### config.mk
export PLATFORM = sky130hd
export DESIGN_NAME = bsc_scan
export DESIGN_NICKNAME = d
export VERILOG_FILES = /design/src/logic/bsc_pkg.sv /design/src/logic/bsc_scan.sv
export VERILOG_INCLUDE_DIRS = /design/src /design/src/logic
export SDC_FILE = /design/constraint.sdc
export NUM_CORES = 1
export LEC_CHECK = 0
export BUFFER_PORTS_ARGS = -buffer_cell sky130_fd_sc_hd__buf_2
export CAP_MARGIN = 20
export CORE_UTILIZATION = 56
export CTS_CLUSTER_DIAMETER = 50
export CTS_CLUSTER_SIZE = 14
export DETAILED_ROUTE_END_ITERATION = 10
export MAX_ROUTING_LAYER = met4
export PLACE_DENSITY = 0.79
export SKIP_LAST_GASP = 1
export SLEW_MARGIN = 10
export SYNTH_ARGS = -nofsm -noshare
export SYNTH_HDL_FRONTEND = slang
export SYNTH_SLANG_ARGS = --single-unit
### constraint.sdc
create_clock -name sys_clk -period 1.8 [get_ports sys_clk]
set_input_delay 0.27 -clock sys_clk [delete_from_list [all_inputs] [get_ports sys_clk]]
set_output_delay 0.27 -clock sys_clk [all_outputs]
set_load 0.05 [all_outputs]
### src/logic/bsc_defs.svh
/*
 Constants of the post-configuration boundary scan block: chain sizes,
 instruction codes, pin mode codes and safe values.
 Assumes it is included by bare name, once or more, before use.
*/
`ifndef BSC_DEFS_SVH
`define BSC_DEFS_SVH

`define BSC_NIOB        4
`define BSC_NPAIR       2
`define BSC_LEN         12
`define BSC_IR_LEN      5
`define BSC_IR_CAPTURE  5'h01
`define BSC_OP_EXTEST   5'h00
`define BSC_OP_SAMPLE   5'h01
`define BSC_OP_BYPASS   5'h1F
`define BSC_MODE_W      3
`define BSC_MODE_UNUSED 3'h0
`define BSC_MODE_INPUT  3'h1
`define BSC_MODE_OUTPUT 3'h2
`define BSC_MODE_TRIST  3'h3
`define BSC_MODE_BIDIR  3'h4
`define BSC_CTL_SAFE    1'b1
// Update latches at reset: control cells safe, others zero
`define BSC_UPD_RST     12'h249

`endif

### src/logic/bsc_pkg.sv
/*
 Types of the boundary scan block: the test access port state.
 Assumes nothing of its surroundings.
*/
package bsc_pkg;
  typedef enum logic [3:0] {
    BSC_TLR, BSC_RTI, BSC_SEL_DR, BSC_CAP_DR, BSC_SH_DR, BSC_EX1_DR,
    BSC_PAU_DR, BSC_EX2_DR, BSC_UPD_DR, BSC_SEL_IR, BSC_CAP_IR,
    BSC_SH_IR, BSC_EX1_IR, BSC_PAU_IR, BSC_EX2_IR, BSC_UPD_IR
  } bsc_tap_t;
endpackage

### src/logic/bsc_scan.sv
/*
 Test access port with a boundary register of three cells per I/O block,
 whose pad connection follows the configured pin direction.
 Assumes tck, tms, tdi and pad_in come from outside the sys_clk domain;
 even pins are P sides and odd pins the N sides of possible pairs.
*/
// Notes on behaviour
// - Three latched cells per I/O block
// - Input pins: scan never drives pad
// - Output pins keep input cell on pad
// - Pair uses P-side control and output cells
// - N-side cells stay chained, pad detached
// - N pad driven inverse of P value
// - Control cell one disables output, high-Z
// - Unused pin pulled down when disabled
// - Five-bit instruction, captures pattern 01
// - No test reset pin; mode sequence only
// - Unconfigured: every pin bidirectional scan
// - Unconfigured pair pins act single-ended
`timescale 1ns/100ps
`default_nettype none
`include "bsc_defs.svh"

module bsc_scan
  import bsc_pkg::*;
(
  input  wire logic                                 sys_clk,
  input  wire logic                                 rstn,
  input  wire logic                                 tck,
  input  wire logic                                 tms,
  input  wire logic                                 tdi,
  output logic                                      tdo,
  output logic                                      tdo_oe,
  input  wire logic                                 cfg_done,
  input  wire logic [`BSC_NIOB*`BSC_MODE_W-1:0]     pin_mode,
  input  wire logic [`BSC_NPAIR-1:0]                diff_pair,
  input  wire logic [`BSC_NIOB-1:0]                 core_out,
  input  wire logic [`BSC_NIOB-1:0]                 core_oe,
  output logic [`BSC_NIOB-1:0]                      core_in,
  input  wire logic [`BSC_NIOB-1:0]                 pad_in,
  output logic [`BSC_NIOB-1:0]                      pad_out,
  output logic [`BSC_NIOB-1:0]                      pad_oe,
  output logic [`BSC_NIOB-1:0]                      pad_pull_dn
);

  ////////////////////////////////////////////////////////////////////////
  // Input synchronisers and test clock edges

  logic [2:0]             sync1_ff;
  logic [2:0]             sync2_ff;
  logic                   tck_prev_ff;
  logic [`BSC_NIOB-1:0]   pad_s1_ff;
  logic [`BSC_NIOB-1:0]   pad_s2_ff;
  logic                   tck_rise;
  logic                   tck_fall;
  logic                   tms_s;
  logic                   tdi_s;

  always_ff @(posedge sys_clk or negedge rstn) begin
    if (!rstn) begin
      sync1_ff    <= 3'h0;
      sync2_ff    <= 3'h0;
      tck_prev_ff <= 1'b0;
      pad_s1_ff   <= '0;
      pad_s2_ff   <= '0;
    end else begin
      sync1_ff    <= {tck, tms, tdi};
      sync2_ff    <= sync1_ff;
      tck_prev_ff <= sync2_ff[2];
      pad_s1_ff   <= pad_in;
      pad_s2_ff   <= pad_s1_ff;
    end
  end

  assign tck_rise = sync2_ff[2] & ~tck_prev_ff;
  assign tck_fall = ~sync2_ff[2] & tck_prev_ff;
  assign tms_s    = sync2_ff[1];
  assign tdi_s    = sync2_ff[0];

  ////////////////////////////////////////////////////////////////////////
  // Per-pin cell connection

  logic [`BSC_LEN-1:0]    upd_ff;
  logic [`BSC_LEN-1:0]    cap;
  logic [`BSC_NIOB-1:0]   nxt_pad_out;
  logic [`BSC_NIOB-1:0]   nxt_pad_oe;
  logic [`BSC_NIOB-1:0]   nxt_pull;
  logic [`BSC_IR_LEN-1:0] ir_ff;
  logic                   extest;

  assign extest = (ir_ff == `BSC_OP_EXTEST);

  genvar gi;
  generate
    for (gi = 0; gi < `BSC_NIOB; gi = gi + 1) begin : g_pin
      localparam int PS = gi - (gi % 2);
      localparam bit IS_N = (gi % 2) == 1;
      logic                   diff;
      logic                   ndet;
      logic [`BSC_MODE_W-1:0] mode;
      logic [`BSC_MODE_W-1:0] cmode;
      logic                   ctl;
      logic                   outv;
      logic                   drv_ok;
      logic                   inv;
      logic                   cout;
      logic                   coe;
      logic                   spare;
      assign diff  = cfg_done & diff_pair[gi/2];
      assign cmode = cfg_done ? pin_mode[gi*`BSC_MODE_W +: `BSC_MODE_W]
                              : `BSC_MODE_BIDIR;
      assign mode  = diff ? pin_mode[PS*`BSC_MODE_W +: `BSC_MODE_W] : cmode;
      assign ndet  = diff & IS_N;
      assign ctl   = diff ? upd_ff[3*PS]   : upd_ff[3*gi];
      assign outv  = diff ? upd_ff[3*PS+1] : upd_ff[3*gi+1];
      assign cout  = diff ? core_out[PS]   : core_out[gi];
      assign coe   = diff ? core_oe[PS]    : core_oe[gi];
      assign drv_ok = (mode != `BSC_MODE_INPUT);
      assign inv   = ndet;
      assign spare = (mode == `BSC_MODE_UNUSED);
      always_comb begin
        nxt_pad_oe[gi]  = drv_ok & (extest ? ~ctl : coe);
        nxt_pad_out[gi] = (extest ? outv : cout) ^ inv;
        nxt_pull[gi]    = extest ? ((spare | ~cfg_done) & ctl) : spare;
      end
      assign cap[3*gi]   = (ndet | !drv_ok) ? upd_ff[3*gi]   : ~coe;
      assign cap[3*gi+1] = (ndet | !drv_ok) ? upd_ff[3*gi+1] : cout;
      assign cap[3*gi+2] = ndet ? upd_ff[3*gi+2] : pad_s2_ff[gi];
    end
  endgenerate

  always_ff @(posedge sys_clk or negedge rstn) begin
    if (!rstn) begin
      pad_out     <= '0;
      pad_oe      <= '0;
      pad_pull_dn <= '0;
      core_in     <= '0;
    end else begin
      pad_out     <= nxt_pad_out;
      pad_oe      <= nxt_pad_oe;
      pad_pull_dn <= nxt_pull;
      core_in     <= pad_s2_ff;
    end
  end

  ////////////////////////////////////////////////////////////////////////
  // Test access port state, instruction and data registers

  bsc_tap_t               tap_ff;
  bsc_tap_t               nxt_tap;
  logic [`BSC_IR_LEN-1:0] irsh_ff;
  logic [`BSC_IR_LEN-1:0] nxt_irsh;
  logic [`BSC_IR_LEN-1:0] nxt_ir;
  logic [`BSC_LEN-1:0]    bsr_ff;
  logic [`BSC_LEN-1:0]    nxt_bsr;
  logic [`BSC_LEN-1:0]    nxt_upd;
  logic                   byp_ff;
  logic                   nxt_byp;
  logic                   nxt_tdo;
  logic                   nxt_tdo_oe;
  logic                   bsr_sel;

  assign bsr_sel = (ir_ff == `BSC_OP_EXTEST) | (ir_ff == `BSC_OP_SAMPLE);

  always_comb begin
    nxt_tap = tap_ff;
    unique case (tap_ff)
      BSC_TLR:    nxt_tap = tms_s ? BSC_TLR    : BSC_RTI;
      BSC_RTI:    nxt_tap = tms_s ? BSC_SEL_DR : BSC_RTI;
      BSC_SEL_DR: nxt_tap = tms_s ? BSC_SEL_IR : BSC_CAP_DR;
      BSC_CAP_DR: nxt_tap = tms_s ? BSC_EX1_DR : BSC_SH_DR;
      BSC_SH_DR:  nxt_tap = tms_s ? BSC_EX1_DR : BSC_SH_DR;
      BSC_EX1_DR: nxt_tap = tms_s ? BSC_UPD_DR : BSC_PAU_DR;
      BSC_PAU_DR: nxt_tap = tms_s ? BSC_EX2_DR : BSC_PAU_DR;
      BSC_EX2_DR: nxt_tap = tms_s ? BSC_UPD_DR : BSC_SH_DR;
      BSC_UPD_DR: nxt_tap = tms_s ? BSC_SEL_DR : BSC_RTI;
      BSC_SEL_IR: nxt_tap = tms_s ? BSC_TLR    : BSC_CAP_IR;
      BSC_CAP_IR: nxt_tap = tms_s ? BSC_EX1_IR : BSC_SH_IR;
      BSC_SH_IR:  nxt_tap = tms_s ? BSC_EX1_IR : BSC_SH_IR;
      BSC_EX1_IR: nxt_tap = tms_s ? BSC_UPD_IR : BSC_PAU_IR;
      BSC_PAU_IR: nxt_tap = tms_s ? BSC_EX2_IR : BSC_PAU_IR;
      BSC_EX2_IR: nxt_tap = tms_s ? BSC_UPD_IR : BSC_SH_IR;
      BSC_UPD_IR: nxt_tap = tms_s ? BSC_SEL_DR : BSC_RTI;
    endcase
    if (!tck_rise)
      nxt_tap = tap_ff;

    nxt_irsh   = irsh_ff;
    nxt_ir     = ir_ff;
    nxt_bsr    = bsr_ff;
    nxt_byp    = byp_ff;
    nxt_upd    = upd_ff;
    nxt_tdo    = tdo;
    nxt_tdo_oe = tdo_oe;
    if (tck_rise) begin
      unique case (tap_ff)
        // Capture pattern with low bits 01
        BSC_CAP_IR: nxt_irsh = `BSC_IR_CAPTURE;
        BSC_SH_IR:  nxt_irsh = {tdi_s, irsh_ff[`BSC_IR_LEN-1:1]};
        BSC_CAP_DR: begin
          nxt_bsr = bsr_sel ? cap : bsr_ff;
          nxt_byp = 1'b0;
        end
        BSC_SH_DR: begin
          if (bsr_sel)
            nxt_bsr = {tdi_s, bsr_ff[`BSC_LEN-1:1]};
          else
            nxt_byp = tdi_s;
        end
        default: ;
      endcase
    end
    if (tck_fall) begin
      unique case (tap_ff)
        BSC_TLR:    nxt_ir = `BSC_OP_BYPASS;
        BSC_UPD_IR: nxt_ir = irsh_ff;
        BSC_UPD_DR: nxt_upd = bsr_sel ? bsr_ff : upd_ff;
        default: ;
      endcase
      nxt_tdo_oe = (tap_ff == BSC_SH_DR) | (tap_ff == BSC_SH_IR);
      if (tap_ff == BSC_SH_IR)
        nxt_tdo = irsh_ff[0];
      else if (tap_ff == BSC_SH_DR)
        nxt_tdo = bsr_sel ? bsr_ff[0] : byp_ff;
    end
  end

  always_ff @(posedge sys_clk or negedge rstn) begin
    if (!rstn) begin
      tap_ff  <= BSC_TLR;
      irsh_ff <= `BSC_IR_CAPTURE;
      ir_ff   <= `BSC_OP_BYPASS;
      bsr_ff  <= '0;
      byp_ff  <= 1'b0;
      upd_ff  <= `BSC_UPD_RST;
      tdo     <= 1'b0;
      tdo_oe  <= 1'b0;
    end else begin
      tap_ff  <= nxt_tap;
      irsh_ff <= nxt_irsh;
      ir_ff   <= nxt_ir;
      bsr_ff  <= nxt_bsr;
      byp_ff  <= nxt_byp;
      upd_ff  <= nxt_upd;
      tdo     <= nxt_tdo;
      tdo_oe  <= nxt_tdo_oe;
    end
  end

endmodule

`default_nettype wire
Word level (Yosys, flattened, before mapping)
Index checks and enable logic that the tools add are counted.
{"block": "classes", "muxes": 61, "n_reduce_logical": 21, "n_eq_ne": 23, "bitwise": 33}
{"op": "one-hot mux 4 bit (12 select lines)", "count": 1}
{"op": "two-way mux 1 bit", "count": 37}
{"op": "equality test 4 bit (second input constant)", "count": 8}
{"op": "two-way mux 3 bit", "count": 10}
{"op": "two-way mux 12 bit", "count": 2}
{"op": "one-hot mux 12 bit (2 select lines)", "count": 1}
{"op": "one-hot mux 5 bit (2 select lines)", "count": 2}
{"op": "equality test 4 x 3 -> 1 bit (second input constant)", "count": 4}
{"op": "two-way mux 4 bit", "count": 4}
{"op": "bitwise AND 1 bit", "count": 12}
{"op": "logical NOT 3 bit", "count": 4}
{"op": "inequality test 3 x 1 -> 1 bit (second input constant)", "count": 4}
{"op": "inverter 1 bit", "count": 11}
{"op": "equality test 4 x 2 -> 1 bit (second input constant)", "count": 2}
{"op": "bitwise OR 1 bit", "count": 8}
{"op": "nonzero test 2 bit", "count": 4}
{"op": "two-way mux 2 bit", "count": 3}
{"op": "inequality test 2 bit (second input constant)", "count": 3}
{"op": "AND reduction 2 bit", "count": 3}
{"op": "AND reduction 3 bit", "count": 2}
{"op": "equality test 5 x 1 -> 1 bit (second input constant)", "count": 1}
{"op": "logical NOT 5 bit", "count": 1}
{"op": "equality test 4 x 1 -> 1 bit (second input constant)", "count": 1}
{"op": "logical NOT 4 bit", "count": 1}
{"op": "6 further kinds", "count": 9}
{"block": "totals", "register_bits": 72, "output_inout_bits": 18, "input_bits": 32, "word_cells": 155}

Logic depth before layout (Yosys ltp)
{"block": "logic_depth", "depth_word": 8, "mapped_depth": 7, "mapped_depth_nobuf": 4}

Least setup slack after synthesis
No wires, ideal clock.
{"block": "synth_timing", "kind": "reg-to-reg", "start": "reg ir_ff[1]", "end": "reg pad_out[3]", "path_stages_with_launch": 5, "required_time_ps": 1721, "setup_slack_ps": 197, "path_buffers": 0, "setup_time_ps": 79, "arrival_ps": 1524, "cell_sequence": "dfstp_2 or4_4 nor2_8 mux2_4 mux2i_1"}
{"block": "synth_between", "elab_chain_len": 3}
{"item": "from (decl)", "line_no": "bsc_scan.sv:88", "rtl": "logic [`BSC_IR_LEN-1:0] ir_ff;"}
{"item": "from (signal assigned)", "line_no": "bsc_scan.sv:232", "rtl": "ir_ff <= `BSC_OP_BYPASS;"}
{"item": "from (signal assigned)", "line_no": "bsc_scan.sv:241", "rtl": "ir_ff <= nxt_ir;"}
{"item": "logical NOT 5 bit (no source line)"}
{"item": "two-way mux 1 bit", "line_no": "bsc_scan.sv:123", "rtl": "nxt_pad_out[gi] = (extest ? outv : cout) ^ inv;"}
{"item": "bitwise XOR 1 bit", "line_no": "bsc_scan.sv:123"}
{"item": "named net nxt_pad_out[3]", "line_no": "bsc_scan.sv:85", "rtl": "logic [`BSC_NIOB-1:0] nxt_pad_out;"}
{"item": "to (signal assigned)", "line_no": "bsc_scan.sv:139", "rtl": "pad_out <= nxt_pad_out;"}
{"item": "to (decl)", "line_no": "bsc_scan.sv:41", "rtl": "output logic [`BSC_NIOB-1:0] pad_out,"}
The timed path passes the listed nets, and every way through them passes these cells.
A chain may end at the register's enable or synchronous reset.

Worst setup path after layout
{"block": "layout_timing", "start": "reg tap_ff[0]", "end": "reg ir_ff[1]"}
{"block": "layout_between", "elab_chain_len": 3}
{"item": "from (decl)", "line_no": "bsc_scan.sv:149", "rtl": "bsc_tap_t tap_ff;"}
{"item": "from (signal assigned)", "line_no": "bsc_scan.sv:239", "rtl": "tap_ff <= nxt_tap;"}
{"item": "equality test 4 bit / logical NOT 4 bit (equally long branches)", "line_no": "bsc_scan.sv:214", "rtl": "unique case (tap_ff)"}
{"item": "nonzero test 2 bit (no source line)"}
{"item": "AND reduction 2 bit (no source line)"}
Parallel ways exist; a longest one is shown, timed or not.

==> results.json <==
{
  "outcome": "finished clean",
  "hpwlAfterDp_um": 4980,
  "wirelength_um": 7050,
  "grt_antenna_before_repair": 0,
  "cts_inserted_buffers": 9,
  "io_buffers": 49,
  "maximum_number_of_pins_on_one_net_before_global_route_repair": 28,
  "grt_pass1_vias": 2441,
  "required_ns": 2.08,
  "launching_element_type_of_the_critical_path": "register",
  "finalSetupViolCount": 0,
  "detailroute.via_count": 2544,
  "count_of_fill_cells_added_during_filler_insertion": 418,
  "placement_rows": 27,
  "cts.clk_slew.worst_paths_ns": 0.07,
  "wl_per_cell_um": 16.1,
  "track_usage_pct": 26.1,
  "globalRouteMet1Util_pct": 34.5,
  "synth_sequential_area_ratio_pct": 53.6,
  "tns_ns": 0,
  "final_max_slew_viol_count": 0,
  "synthFlopType": "sky130_fd_sc_hd__dfrtp_1",
  "ioPinCount": 50,
  "power.ir.vdd_worst_v": 0.000735,
  "finish.net_count": 394,
  "die_area_um2": 6190,
  "layout_commonest_cell": "sky130_fd_sc_hd__dfrtp_1",
  "gpl.final_weighted_congestion": 0.885,
  "synth.distinct_cells": 48,
  "initial_utilization_pct": 59.1,
  "regArea_um2": 1760,
  "timing_worst_setup_path_type": "register to register",
  "synth_area_um2": 3290,
  "worstSkewPairLatency_ns": 0.34,
  "antenna_violating_nets_post_route": 0,
  "die_height_um": 78.7,
  "power-per-cell-area_nw_per_um2": 1200,
  "timing.max_cap.violations": 0,
  "postSynthNetCount": 334,
  "h-tree-depth": 3,
  "synth_warnings": 0,
  "dr.pass1.iters": 5,
  "layout_min_cycle_time_ns": 1.65,
  "period_share_pct": 91.7,
  "post_synth.cell_area_avg_um2": 10.9,
  "core_region_area_um2": 5570,
  "busiest_layer": "met2",
  "syn-instance-count": 302,
  "timing.critical_path.arrival_ns": 1.93,
  "number_of_enable_flip_flop_cells_after_synthesis": 0,
  "multiInputGateArea_um2": 1420,
  "static-leakage-power_nw": 1.83,
  "gr-usage-met2_pct": 39.7,
  "worst_pin_slew_ns": 0.587,
  "drt-initial-drc-count": 153,
  "routed_via_density": 5.79,
  "worst_hold_path_type": "primary input to register",
  "clock_sinks": 70,
  "cts_tree": "done",
  "num_antenna_cells": 0,
  "final_util_pct": 70.7,
  "commonest_non_fill_non_tap_cells_in_the_layout": "sky130_fd_sc_hd__dfrtp_1 (60), sky130_fd_sc_hd__buf_2 (49), sky130_fd_sc_hd__nand2_1 (30)",
  "clockBufferDepth": 2,
  "global_route_wire_length_before_repair_um": 11800,
  "cp_max_fo": 18,
  "hold_viol_final": 0,
  "grt_util_met3_pct": 4.19,
  "post_synthesis_register_bit_count": 70,
  "drcViolationCount": 0,
  "cts_root_buf": "sky130_fd_sc_hd__clkbuf_8",
  "cts_repair_resize_count": 0,
  "grt_overflow": 0,
  "post-cts-setup-buffer-count": 0,
  "fmax_mhz": 606,
  "grt_setup_unrepaired": "no",
  "worst_setup_path_end_kind": "register",
  "final_layout_size_suffix_gt1_share_pct": 31.3,
  "relSlewSlack_pct": 60.9,
  "timing.clock.skew_ns": 0.00822,
  "dieWidth_um": 78.7,
  "synthToLayoutAreaGrowth_pct": 19.7,
  "share_of_synthesized_flip_flops_with_an_asynchronous_set_or_reset_pct": 100
}
[final cells by class]
| cell class | count | share of cell area, % |
|---|---|---|
| sequential | 70 | 44.8 |
| tap | 72 | 2.29 |
| clock inverter | 3 | 1.65 |
| timing repair buffer | 65 | 10.3 |
| clock buffer | 13 | 4.29 |
| inverter | 6 | 0.572 |
| multi-input combinational | 210 | 36.1 |
[path summary, 6_finish.rpt]
kind / cells after the start / startpoint / end / slack, ns
max: 5 / tap_ff[0]$_DFFE_PN0P_ / ir_ff[1]$_DFFE_PN1P_ / 0.15
min: 1 / tck / sync1_ff[2]$_DFF_PN0_ / 0.03
max reg2reg: 5 / tap_ff[0]$_DFFE_PN0P_ / ir_ff[1]$_DFFE_PN1P_ / 0.15
min reg2reg: 0 / pad_s1_ff[3]$_DFF_PN0_ / pad_s2_ff[3]$_DFF_PN0_ / 0.35
max in group asynchronous: 3 / rstn / ir_ff[4]$_DFFE_PN1P_ / 0.72
min in group asynchronous: 2 / rstn / pad_oe[3]$_DFF_PN0_ / 0.47
[stage by stage]
stage	total power, mW	area, µm²	setup WS (ns)	hold WS (ns)	cells
2_1_floorplan	2.89	3290	0.197	-0.0256	302
3_3_place_gp	3.22	3700	0.194	0.282	422
3_5_place_dp	3.26	3700	0.161	0.297	422
4_1_cts	4.72	3940	0.146	0.0213	439
5_1_grt	4.95	3940	0.0296	0.0210	439
6_report	4.72	3940	0.150	0.0276	439
[registers in the layout, indices dropped and copies added (netlist names), 3 cells and up]
signal	count
pad_s2_ff	4
bsr_ff	12
pad_oe	4
sync2_ff	3
ir_ff	5
pad_s1_ff	4
sync1_ff	3
tap_ff	4
irsh_ff	5
core_in	4
pad_pull_dn	4
pad_out	4
upd_ff	10
[cell usage after synthesis, types with 7 or more instances]
cell,number,area [µm²]
sky130_fd_sc_hd__mux2_2,13,146
sky130_fd_sc_hd__o21ai_0,18,90.1
sky130_fd_sc_hd__nor2b_1,8,50.1
sky130_fd_sc_hd__clkbuf_1,9,33.8
sky130_fd_sc_hd__nor2_1,23,86.3
sky130_fd_sc_hd__dfrtp_1,60,1500
sky130_fd_sc_hd__nand3_1,10,50.1
sky130_fd_sc_hd__nand2_1,30,113
sky130_fd_sc_hd__and2_1,7,43.8
sky130_fd_sc_hd__mux2i_1,18,180
sky130_fd_sc_hd__dfstp_2,10,263
sky130_fd_sc_hd__a21oi_1,13,65.1
[critical path, cell delays in order (launching register included)]
cell                      delay [ns]
sky130_fd_sc_hd__dfrtp_1        0.39
sky130_fd_sc_hd__buf_4          0.25
sky130_fd_sc_hd__and2_1         0.26
sky130_fd_sc_hd__nand3_1        0.12
sky130_fd_sc_hd__a21oi_1        0.37
sky130_fd_sc_hd__o22a_1         0.20
[kinds of logic after synthesis]
family / after synthesis / share of synthesized area [%]
AND/OR/NAND/NOR: 105 / 17.4
AO/OA/AOI/OAI: 73 / 15.2
flip-flops: 70 / 53.6
multiplexers: 32 / 10.4
buffers and inverters: 22 / 3.34
[what timing repair did]
item	CTS	global route
endpoints found under the hold margin	19	0
hold buffers	1	0
endpoints found under the setup margin	0	0
[power breakdown]
| part | switching [mW] | internal [mW] | leakage [nW] |
|---|---|---|---|
| registers | 0.184 | 1.81 | 0.818 |
| logic | 0.782 | 0.491 | 0.888 |
| clock network | 0.563 | 0.892 | 0.120 |
| total | 1.53 | 3.19 | 1.83 |
[layer usage]
| layer | share of wire [%] | up-vias |
|---|---|---|
| met2 | 48 | 103 |
| li1 | - | 1213 |
| met3 | 5.8 | 8 |
| met5 | 0 | - |
| met1 | 45 | 1220 |
| met4 | 1.1 | 0 |
Note: power is estimated with default switching activity, not from simulation.
